## src/unb_consts.svh

```systemverilog
`ifndef UNB_CONSTS_SVH
`define UNB_CONSTS_SVH

// ----------------------------------------------------------------------
// register map (byte addresses)
// ----------------------------------------------------------------------
`define UNB_ADDR_CTRL 12'h000
`define UNB_ADDR_STATUS 12'h004
`define UNB_ADDR_MASK 12'h008
`define UNB_ADDR_TXBUF 12'h00C
`define UNB_ADDR_RXBUF 12'h010
// ctrl fields
`define UNB_CTRL_MODE 0
`define UNB_CTRL_DOUBLE 1
`define UNB_CTRL_FILTER 2
`define UNB_CTRL_TX9 3
`define UNB_CTRL_TXSRC 4
`define UNB_CTRL_RXSRC 5
`define UNB_CTRL_RXEN 6
// status fields
`define UNB_ST_TXDONE 0
`define UNB_ST_RXDONE 1
// ----------------------------------------------------------------------
// timing
// ----------------------------------------------------------------------
`define UNB_DIV_DOUBLE 6'h1F
`define UNB_DIV_SINGLE 6'h3F
`define UNB_SAMPLE_A 4'h7
`define UNB_SAMPLE_B 4'h8
`define UNB_SAMPLE_C 4'h9
`define UNB_RX_PRESET 9'h1FF
`endif

```

## src/unb_pkg.sv

```systemverilog
package unb_pkg;
  typedef enum logic [2:0] {
    UNB_TX_IDLE = 3'b001,
    UNB_TX_WAIT = 3'b010,
    UNB_TX_SEND = 3'b100
  } unb_tx_state_t;
  typedef enum logic [2:0] {
    UNB_RX_HUNT = 3'b001,
    UNB_RX_BITS = 3'b010,
    UNB_RX_HOLD = 3'b100
  } unb_rx_state_t;
endpackage

```

## src/unb_uart.sv

```systemverilog
`include "unb_consts.svh"
module unb_uart
  import unb_pkg::*;
(
  input wire logic sys_clk,
  input wire logic srst,
  input wire logic psel,
  input wire logic penable,
  input wire logic pwrite,
  input wire logic [11:0] paddr,
  input wire logic [31:0] pwdata,
  output logic [31:0] prdata,
  output logic pready,
  output logic pslverr,
  input wire logic timer1_overflow,
  input wire logic timer2_overflow,
  input wire logic rxd,
  output logic txd,
  output logic irq
);
  // ----------------------------------------------------------------------
  // register file
  // ----------------------------------------------------------------------
  logic [6:0] ctrl_q;
  logic [1:0] status_q;
  logic [1:0] mask_q;
  logic [7:0] serial_buffer_q;
  logic rx_ninth_bit_q;
  logic tx_done_set;
  logic rx_done_set;
  logic [7:0] rx_data_d;
  logic rx_nine_d;
  logic acc;
  logic wr;
  logic txbuf_wr;
  logic mapped;

  // ----------------------------------------------------------------------
  // elaboration checks
  // ----------------------------------------------------------------------
  // the vote points must sit inside one sixteen-state bit time and in order,
  // otherwise the majority would mix samples of two neighbouring bits
  if (`UNB_SAMPLE_C > 4'hE) begin : g_chk_late
    $error("sample points must end before the last counter state");
  end
  if (!(`UNB_SAMPLE_A < `UNB_SAMPLE_B && `UNB_SAMPLE_B < `UNB_SAMPLE_C))
  begin : g_chk_order
    $error("sample points must rise strictly");
  end
  // the receive preset must be all ones so the start bit walks up alone
  if (`UNB_RX_PRESET != 9'h1FF) begin : g_chk_preset
    $error("receive preset must be all ones");
  end
  // status and mask share one layout; the two flags must be distinct
  if (`UNB_ST_TXDONE == `UNB_ST_RXDONE) begin : g_chk_flags
    $error("status flags must not overlap");
  end

  // ----------------------------------------------------------------------
  // bus decode
  // ----------------------------------------------------------------------
  // a register changes only at the edge that completes the access, so a
  // long setup phase can never write twice
  assign acc = psel && penable && pready;
  assign wr = acc && pwrite;
  assign txbuf_wr = wr && (paddr == `UNB_ADDR_TXBUF);
  assign mapped = (paddr == `UNB_ADDR_CTRL) || (paddr == `UNB_ADDR_STATUS) ||
                  (paddr == `UNB_ADDR_MASK) || (paddr == `UNB_ADDR_TXBUF) ||
                  (paddr == `UNB_ADDR_RXBUF);

  // apb answers in the second access cycle: pready pulses once per transfer
  always_ff @(posedge sys_clk) begin
    if (srst || !(psel && penable) || pready) begin
      pready <= 1'b0;
    end else begin
      pready <= 1'b1;
    end
  end

  always_ff @(posedge sys_clk) begin
    if (srst) begin
      pslverr <= 1'b0;
    end else begin
      pslverr <= psel && penable && !pready && !mapped;
    end
  end

  // read data registered with pready
  always_ff @(posedge sys_clk) begin
    if (srst) begin
      prdata <= 32'h0;
    end else if (psel && penable && !pready && !pwrite) begin
      case (paddr)
        `UNB_ADDR_CTRL: prdata <= {25'h0, ctrl_q};
        `UNB_ADDR_STATUS: prdata <= {30'h0, status_q};
        `UNB_ADDR_MASK: prdata <= {30'h0, mask_q};
        `UNB_ADDR_RXBUF: prdata <= {23'h0, rx_ninth_bit_q, serial_buffer_q};
        default: prdata <= 32'h0;
      endcase
    end
  end

  always_ff @(posedge sys_clk) begin
    if (srst) begin
      ctrl_q <= 7'h0;
    end else if (wr && paddr == `UNB_ADDR_CTRL) begin
      ctrl_q <= pwdata[6:0];
    end
  end

  always_ff @(posedge sys_clk) begin
    if (srst) begin
      mask_q <= 2'h0;
    end else if (wr && paddr == `UNB_ADDR_MASK) begin
      mask_q <= pwdata[1:0];
    end
  end

  // sticky flags: a hardware set in the clearing cycle wins
  always_ff @(posedge sys_clk) begin
    if (srst) begin
      status_q <= 2'h0;
    end else begin
      for (int i = 0; i < 2; i++) begin
        if ((i == 0 && tx_done_set) || (i == 1 && rx_done_set)) begin
          status_q[i] <= 1'b1;
        end else if (wr && paddr == `UNB_ADDR_STATUS && pwdata[i]) begin
          status_q[i] <= 1'b0;
        end
      end
    end
  end

  always_ff @(posedge sys_clk) begin
    if (srst) begin
      irq <= 1'b0;
    end else begin
      irq <= |(status_q & mask_q);
    end
  end

  always_ff @(posedge sys_clk) begin
    if (srst) begin
      serial_buffer_q <= 8'h0;
      rx_ninth_bit_q <= 1'b0;
    end else if (rx_done_set) begin
      serial_buffer_q <= rx_data_d;
      rx_ninth_bit_q <= rx_nine_d;
    end
  end

  // ----------------------------------------------------------------------
  // baud ticks (sixteen per bit)
  // ----------------------------------------------------------------------
  logic [5:0] osc_div_q;
  logic osc_tick;
  logic tx_tick;
  logic rx_tick;

  // fixed mode: osc/2 or osc/4 ticks, then /16 gives osc/32 or osc/64
  always_ff @(posedge sys_clk) begin
    if (srst) begin
      osc_div_q <= 6'h0;
    end else begin
      osc_div_q <= osc_div_q + 6'h1;
    end
  end
  assign osc_tick = ctrl_q[`UNB_CTRL_DOUBLE] ? osc_div_q[0]
                                             : (osc_div_q[1:0] == 2'h3);
  // variable mode takes timer overflows; timer 1 setup is software's job
  assign tx_tick = !ctrl_q[`UNB_CTRL_MODE] ? osc_tick :
                   (ctrl_q[`UNB_CTRL_TXSRC] ? timer2_overflow
                                            : timer1_overflow);
  assign rx_tick = !ctrl_q[`UNB_CTRL_MODE] ? osc_tick :
                   (ctrl_q[`UNB_CTRL_RXSRC] ? timer2_overflow
                                            : timer1_overflow);

  // ----------------------------------------------------------------------
  // transmitter
  // ----------------------------------------------------------------------
  // the shifter holds nine bits: eight data bits and the ninth bit; the
  // stop bit enters on top at the first shift and zeros follow it, so the
  // end of a frame is seen from the shifter and tx_first_done_q without a bit counter
  unb_tx_state_t tx_state_q;
  logic [3:0] tx_div_q;
  logic [8:0] tx_shift_q;
  logic tx_bit_end;
  logic tx_data_on_q;
  logic tx_first_done_q;
  logic tx_last_bit;

  // free-running divide-by-16: bit edges follow it, not the buffer write
  always_ff @(posedge sys_clk) begin
    if (srst) begin
      tx_div_q <= 4'h0;
    end else if (tx_tick) begin
      tx_div_q <= tx_div_q + 4'h1;
    end
  end
  assign tx_bit_end = tx_tick && (tx_div_q == 4'hF);

  // marks that the stop bit is already inside the shifter
  always_ff @(posedge sys_clk) begin
    if (srst || tx_state_q != UNB_TX_SEND) begin
      tx_first_done_q <= 1'b0;
    end else if (tx_bit_end && tx_data_on_q) begin
      tx_first_done_q <= 1'b1;
    end
  end

  // ninth bit at the output, stop bit just above it, zeros beyond
  assign tx_last_bit = tx_first_done_q && (tx_shift_q[8:1] == 8'h01);

  // transmit sequencer: one bit time per rollover of the divider
  always_ff @(posedge sys_clk) begin
    if (srst) begin
      tx_state_q <= UNB_TX_IDLE;
      tx_shift_q <= 9'h0;
      tx_data_on_q <= 1'b0;
      txd <= 1'b1;
    end else begin
      case (tx_state_q)
        UNB_TX_IDLE: begin
          txd <= 1'b1;
          if (txbuf_wr) begin
            // ninth bit rides on top of the data byte
            tx_shift_q <= {ctrl_q[`UNB_CTRL_TX9], pwdata[7:0]};
            tx_state_q <= UNB_TX_WAIT;
          end
        end
        UNB_TX_WAIT: begin
          if (tx_bit_end) begin
            txd <= 1'b0;
            tx_data_on_q <= 1'b0;
            tx_state_q <= UNB_TX_SEND;
          end
        end
        UNB_TX_SEND: begin
          if (tx_bit_end) begin
            if (!tx_data_on_q) begin
              tx_data_on_q <= 1'b1;
              txd <= tx_shift_q[0];
            end else if (tx_last_bit) begin
              // last shift leaves only the stop bit at the output
              tx_shift_q <= {1'b0, tx_shift_q[8:1]};
              txd <= 1'b1;
              tx_state_q <= UNB_TX_IDLE;
            end else begin
              // first shift loads the stop bit on top, later shifts zeros
              tx_shift_q <= {!tx_first_done_q, tx_shift_q[8:1]};
              txd <= tx_shift_q[1];
            end
          end
        end
        default: tx_state_q <= UNB_TX_IDLE;
      endcase
    end
  end

  // done flag rises at the eleventh rollover after the buffer write:
  // start, eight data bits, ninth bit, then the stop bit begins here
  assign tx_done_set = (tx_state_q == UNB_TX_SEND) && tx_bit_end &&
                       tx_data_on_q && tx_last_bit;

  // ----------------------------------------------------------------------
  // receiver
  // ----------------------------------------------------------------------
  unb_rx_state_t rx_state_q;
  logic [3:0] rx_div_q;
  logic [8:0] rx_shift_q;
  logic [2:0] rx_samp_q;
  logic rxd_prev_q;
  logic rx_start_ok_q;
  logic rx_vote;

  always_ff @(posedge sys_clk) begin
    if (srst) begin
      rxd_prev_q <= 1'b1;
    end else if (rx_tick) begin
      rxd_prev_q <= rxd;
    end
  end

  always_ff @(posedge sys_clk) begin
    if (srst) begin
      rx_samp_q <= 3'h0;
    end else if (rx_tick && (rx_div_q == `UNB_SAMPLE_A ||
               rx_div_q == `UNB_SAMPLE_B || rx_div_q == `UNB_SAMPLE_C)) begin
      rx_samp_q <= {rx_samp_q[1:0], rxd};
    end
  end
  assign rx_vote = (rx_samp_q[0] & rx_samp_q[1]) | (rx_samp_q[1] &
                   rx_samp_q[2]) | (rx_samp_q[0] & rx_samp_q[2]);

  // bits enter from the right, so the first data bit ends up highest;
  // the buffer wants it at bit 0, hence the reversal
  for (genvar b = 0; b < 8; b++) begin : g_rx_rev
    assign rx_data_d[b] = rx_shift_q[7 - b];
  end
  assign rx_nine_d = rx_vote;
  // start bit at left: ninth bit voted without a shift, filtered load
  assign rx_done_set = (rx_state_q == UNB_RX_BITS) && rx_tick &&
                       rx_div_q == 4'hF && rx_start_ok_q && !rx_shift_q[8] &&
                       !status_q[`UNB_ST_RXDONE] &&
                       (!ctrl_q[`UNB_CTRL_FILTER] || rx_vote);

  always_ff @(posedge sys_clk) begin
    if (srst) begin
      rx_state_q <= UNB_RX_HUNT;
      rx_div_q <= 4'h0;
      rx_shift_q <= `UNB_RX_PRESET;
      rx_start_ok_q <= 1'b0;
    end else if (rx_tick) begin
      rx_div_q <= rx_div_q + 4'h1;
      case (rx_state_q)
        UNB_RX_HUNT: begin
          if (ctrl_q[`UNB_CTRL_RXEN] && rxd_prev_q && !rxd) begin
            rx_div_q <= 4'h0;
            rx_shift_q <= `UNB_RX_PRESET;
            rx_start_ok_q <= 1'b0;
            rx_state_q <= UNB_RX_BITS;
          end
        end
        UNB_RX_BITS: begin
          if (rx_div_q == 4'hF) begin
            if (!rx_start_ok_q) begin
              if (rx_vote) begin
                rx_state_q <= UNB_RX_HUNT;
              end else begin
                rx_start_ok_q <= 1'b1;
                rx_shift_q <= {rx_shift_q[7:0], 1'b0};
              end
            end else if (!rx_shift_q[8]) begin
              rx_state_q <= UNB_RX_HOLD;
            end else begin
              rx_shift_q <= {rx_shift_q[7:0], rx_vote};
            end
          end
        end
        UNB_RX_HOLD: begin
          if (rx_div_q == 4'hF) begin
            rx_state_q <= UNB_RX_HUNT;
          end
        end
        default: rx_state_q <= UNB_RX_HUNT;
      endcase
    end
  end
endmodule

```

## config.mk

```make
export PLATFORM = sky130hd
export DESIGN_NAME = unb_uart
export DESIGN_NICKNAME = d
export VERILOG_FILES = /design/src/unb_pkg.sv /design/src/unb_uart.sv
export VERILOG_INCLUDE_DIRS = /design/src
export SDC_FILE = /design/constraint.sdc
export NUM_CORES = 1
export LEC_CHECK = 0
export BUFFER_PORTS_ARGS = -buffer_cell sky130_fd_sc_hd__buf_4
export CAP_MARGIN = 20
export CORE_MARGIN = 5
export CORE_UTILIZATION = 55
export CTS_CLUSTER_SIZE = 28
export DETAILED_ROUTE_END_ITERATION = 8
export PLACE_DENSITY = 0.81
export SLEW_MARGIN = 10
export SYNTH_ARGS = -nofsm -noshare
export SYNTH_HDL_FRONTEND = slang
export SYNTH_SLANG_ARGS = --single-unit
```

## constraint.sdc

```tcl
create_clock -name sys_clk -period 2.4 [get_ports sys_clk]
set_input_delay 0 -clock sys_clk [delete_from_list [all_inputs] [get_ports sys_clk]]
set_output_delay 0 -clock sys_clk [all_outputs]
set_load 0.01 [all_outputs]
```

==> impl_metrics.xml <==
<?xml version="1.0" encoding="UTF-8"?>
<metrics>
  <group name="run_status">
    <metric name="outcome" unit="">finished, final reports clean</metric>
  </group>
  <group name="finish">
    <metric name="core_util_final" unit="%">63.2</metric>
    <metric name="areaGrowthSynthToFinish" unit="%">13.5</metric>
    <metric name="nNetsFinal" unit="">545</metric>
    <metric name="antenna-diode-count" unit="">0</metric>
    <metric name="fraction_of_final_layout_cells_with_drive_strength_greater_than_1" unit="%">19.5</metric>
  </group>
  <group name="synthesis">
    <metric name="ys_ff_latch" unit="">74</metric>
    <metric name="synth.yosys.warnings" unit="">0</metric>
    <metric name="netlist.area_leader.share" unit="%">37.1</metric>
    <metric name="seq_total_area_yosys" unit="%">37.1</metric>
    <metric name="synth-edff-count" unit="">0</metric>
    <metric name="avgSynthCellArea" unit="µm²">8.93</metric>
    <metric name="yosysUniqueCellTypes" unit="">67</metric>
    <metric name="synthDominantAreaCellType" unit="">sky130_fd_sc_hd__dfxtp_1</metric>
    <metric name="post_synth_main_area_contributors" unit="">sky130_fd_sc_hd__dfxtp_1 37%, sky130_fd_sc_hd__mux2i_1 6.5%, sky130_fd_sc_hd__a21oi_1 5.8%</metric>
    <metric name="fraction_of_registers_with_async_set_reset" unit="%">0</metric>
    <metric name="syn-cell-area" unit="mm²">0.00399</metric>
    <metric name="postSynth.topFlopCell" unit="">sky130_fd_sc_hd__dfxtp_1</metric>
    <metric name="netlist_instances" unit="">447</metric>
  </group>
  <group name="sta">
    <metric name="timing_worst_slew_pin_value" unit="ns">0.749</metric>
    <metric name="finClkSkew" unit="ns">0.0113</metric>
    <metric name="timing.final.hold_violations" unit="">0</metric>
    <metric name="final_min_period_over_clock_period" unit="%">83.4</metric>
    <metric name="final_critical_period" unit="ns">2.00</metric>
    <metric name="slew_viol_final" unit="">0</metric>
    <metric name="setup_repair_after_global_routing_missed_its_margin" unit="">false</metric>
    <metric name="fin_setup_tns" unit="ns">0</metric>
    <metric name="max_slew_margin" unit="%">49.7</metric>
    <metric name="fin_hold_ws" unit="ns">0.0175</metric>
    <metric name="max_clock_freq" unit="GHz">0.500</metric>
    <metric name="finalSetupViolCount" unit="">0</metric>
  </group>
  <group name="pwr">
    <metric name="ir_drop" unit="µV">349</metric>
    <metric name="pwr_per_cell_area" unit="mW/mm²">549</metric>
    <metric name="cellLeakagePower" unit="nW">1.68</metric>
    <metric name="finalPower" unit="mW">2.49</metric>
  </group>
  <group name="route">
    <metric name="routedWlPerCell" unit="µm">15.1</metric>
    <metric name="number_of_design_rule_violations_left_by_the_first_detailed_router_iteration" unit="">171</metric>
    <metric name="total_via_count_in_the_routed_design" unit="">3344</metric>
    <metric name="total_routed_length" unit="mm">8.92</metric>
    <metric name="drc" unit="">0</metric>
    <metric name="via_density_per_instance" unit="">5.65</metric>
    <metric name="first_pass_iters" unit="">4</metric>
    <metric name="drt.antenna.violating_nets" unit="">0</metric>
  </group>
  <group name="clocking">
    <metric name="numCtsBuffers" unit="">9</metric>
    <metric name="worst_skew_pair.late_latency" unit="ns">0.35</metric>
    <metric name="h-tree-depth" unit="">3</metric>
    <metric name="root_buffer" unit="">sky130_fd_sc_hd__clkbuf_8</metric>
    <metric name="postCtsSetupRepairBufs" unit="">0</metric>
    <metric name="clock_sink_count" unit="">74</metric>
    <metric name="ctsLongestPathBuffers" unit="">2</metric>
    <metric name="clk_pin_slew" unit="ns">0.08</metric>
    <metric name="tritoncts" unit="">done</metric>
  </group>
  <group name="setup_path">
    <metric name="worstPathRequired" unit="ns">2.62</metric>
    <metric name="setup.worst_path.start_class" unit="">flip-flop</metric>
    <metric name="signal_arrival_time_at_the_worst_endpoint" unit="ns">2.22</metric>
    <metric name="critPathKind" unit="">reg -&gt; reg</metric>
    <metric name="max_fanout_on_critical_path" unit="">9</metric>
    <metric name="timing.critical_path.to_type" unit="">flip-flop</metric>
  </group>
  <group name="floorplanning">
    <metric name="design.die.area" unit="mm²">0.00906</metric>
    <metric name="initial_utilization" unit="%">55.6</metric>
    <metric name="die-width" unit="µm">95.2</metric>
    <metric name="design.portCount" unit="">88</metric>
    <metric name="area_of_the_core_region" unit="mm²">0.00718</metric>
    <metric name="placement_rows" unit="">31</metric>
    <metric name="die_h" unit="µm">95.2</metric>
  </group>
  <group name="placed_design">
    <metric name="globalplace.congestion" unit="">0.842</metric>
    <metric name="port_buffers" unit="">40</metric>
    <metric name="hpwlAfterDp" unit="mm">6.05</metric>
  </group>
  <group name="grt">
    <metric name="antenna_found_initial" unit="">0</metric>
    <metric name="grt.overflow.total" unit="">0</metric>
    <metric name="grt_usage" unit="%">20.4</metric>
    <metric name="first_global_vias" unit="">3220</metric>
    <metric name="grt_max_degree" unit="">74</metric>
    <metric name="first_pass_grt_wire_length" unit="mm">14.7</metric>
  </group>
  <group name="min_path">
    <metric name="min_path_type" unit="">in -&gt; reg</metric>
  </group>
  <group name="job">
    <metric name="max-cap-violations" unit="">0</metric>
  </group>
</metrics>
-- cell usage after synthesis (4+ instances only) --
master / number
sky130_fd_sc_hd__nor2b_1: 7
sky130_fd_sc_hd__or3_1: 7
sky130_fd_sc_hd__nand3_1: 25
sky130_fd_sc_hd__clkbuf_1: 12
sky130_fd_sc_hd__nand4_1: 7
sky130_fd_sc_hd__buf_6: 4
sky130_fd_sc_hd__nand2_1: 17
sky130_fd_sc_hd__or4_1: 5
sky130_fd_sc_hd__dfxtp_1: 74
sky130_fd_sc_hd__and2b_2: 7
sky130_fd_sc_hd__nor3_1: 9
sky130_fd_sc_hd__buf_4: 24
sky130_fd_sc_hd__mux2_2: 13
sky130_fd_sc_hd__ha_1: 5
sky130_fd_sc_hd__inv_1: 13
sky130_fd_sc_hd__nor2_1: 30
sky130_fd_sc_hd__a22o_1: 14
sky130_fd_sc_hd__o21ai_0: 29
sky130_fd_sc_hd__mux2i_1: 26
sky130_fd_sc_hd__nand2b_1: 4
sky130_fd_sc_hd__buf_1: 4
sky130_fd_sc_hd__a21oi_1: 46
-- cells in the final DEF, fill, tap and decap left out, drive strengths merged, types with 3 or more instances in the layout --
cell type,synthesis,final
a21oi,46,46
a22o,14,14
a31o,3,3
and2b,8,8
and3,5,5
buf,33,44
clkbuf,15,12
conb,1,23
dfxtp,74,74
dlygate4sd3,1,13
ha,5,5
inv,13,13
mux2,13,13
mux2i,26,26
nand2,17,17
nand2b,4,4
nand3,25,25
nand4,8,8
nor2,30,30
nor2b,7,7
nor3,9,9
nor3b,3,3
nor4,4,4
o21ai,29,29
o31ai,3,3
or2,3,3
or3,7,7
or3b,3,3
or4,5,5
-- stage by stage --
step,setup slack [ns],instances,area [µm²]
2_1_floorplan,0.555,469,4070
6_report,0.399,592,4530
5_1_grt,0.183,592,4530
3_3_place_gp,0.453,563,4180
4_1_cts,0.417,592,4530
3_5_place_dp,0.449,563,4180
-- sequential cells by signal, summed over array words and instances (netlist names), 2 cells and up --
register         flops
ctrl_q               7
mask_q               2
osc_div_q            2
prdata               9
rx_div_q             4
rx_samp_q            3
rx_shift_q           9
rx_state_q           3
serial_buffer_q      8
status_q             2
tx_div_q             4
tx_shift_q           9
tx_state_q           3
-- final timing paths --
kind | cells past startpoint | to | slack [ns] | from
worst max-delay path | 4 | rx_shift_q[8] | 0.40 | rx_state_q[1]
worst min-delay path | 4 | tx_shift_q[7] | 0.02 | pwdata[7]
worst min register to register | 1 | osc_div_q[0] | 0.45 | osc_div_q[0]
worst max register to register | 4 | rx_shift_q[8] | 0.40 | rx_state_q[1]
-- repair_timing --
item                       4_1_cts  5_1_grt
setup endpoints to repair        0        0
resized for setup                0        0
hold buffers                    13        0
hold endpoints to repair        13        0
-- area by class of cell --
type                            instances  area, µm²
Multi-Input combinational cell        333       2200
Timing Repair Buffer                   57        460
Tap cell                               99        124
Clock inverter                          4       75.1
Fill cell                             602       2640
Sequential cell                        74       1480
Inverter                               13       48.8
Clock buffer                           12        145
-- power by group --
group | internal, mW | switching (mW)
registers | 1.24 | 0.00796
clock network | 0.615 | 0.457
logic | 0.0730 | 0.101
total | 1.92 | 0.566
-- worst max-delay path, cell delays in order (launching register included) --
cell	delay (ns)
sky130_fd_sc_hd__dfxtp_1	0.44
sky130_fd_sc_hd__or4b_2	0.76
sky130_fd_sc_hd__a21o_1	0.21
sky130_fd_sc_hd__a2111oi_0	0.38
sky130_fd_sc_hd__a21oi_1	0.08
-- routing by layer --
| layer | vias to the layer above | part of all wire [%] | global-route usage (%) |
|---|---|---|---|
| met5 | - | 0 | 0 |
| met1 | 1586 | 43 | 24.5 |
| met4 | 0 | 1.4 | 8.05 |
| li1 | 1669 | - | - |
| met3 | 8 | 5.1 | 3.63 |
| met2 | 81 | 50 | 36.0 |
-- kinds of logic (layout without fill, tap and decap cells) --
group,count (synthesis),in the layout,synth area share [%]
buf+inv,62,86,10.0
other cells,1,23,0.0940
simple gates,145,145,21.4
xor+xnor,1,1,0.219
flops,74,74,37.1
compound gates,118,118,18.9
fa+ha+maj,7,7,2.07
mux,39,39,10.2
(Power assumes the default switching activity.)
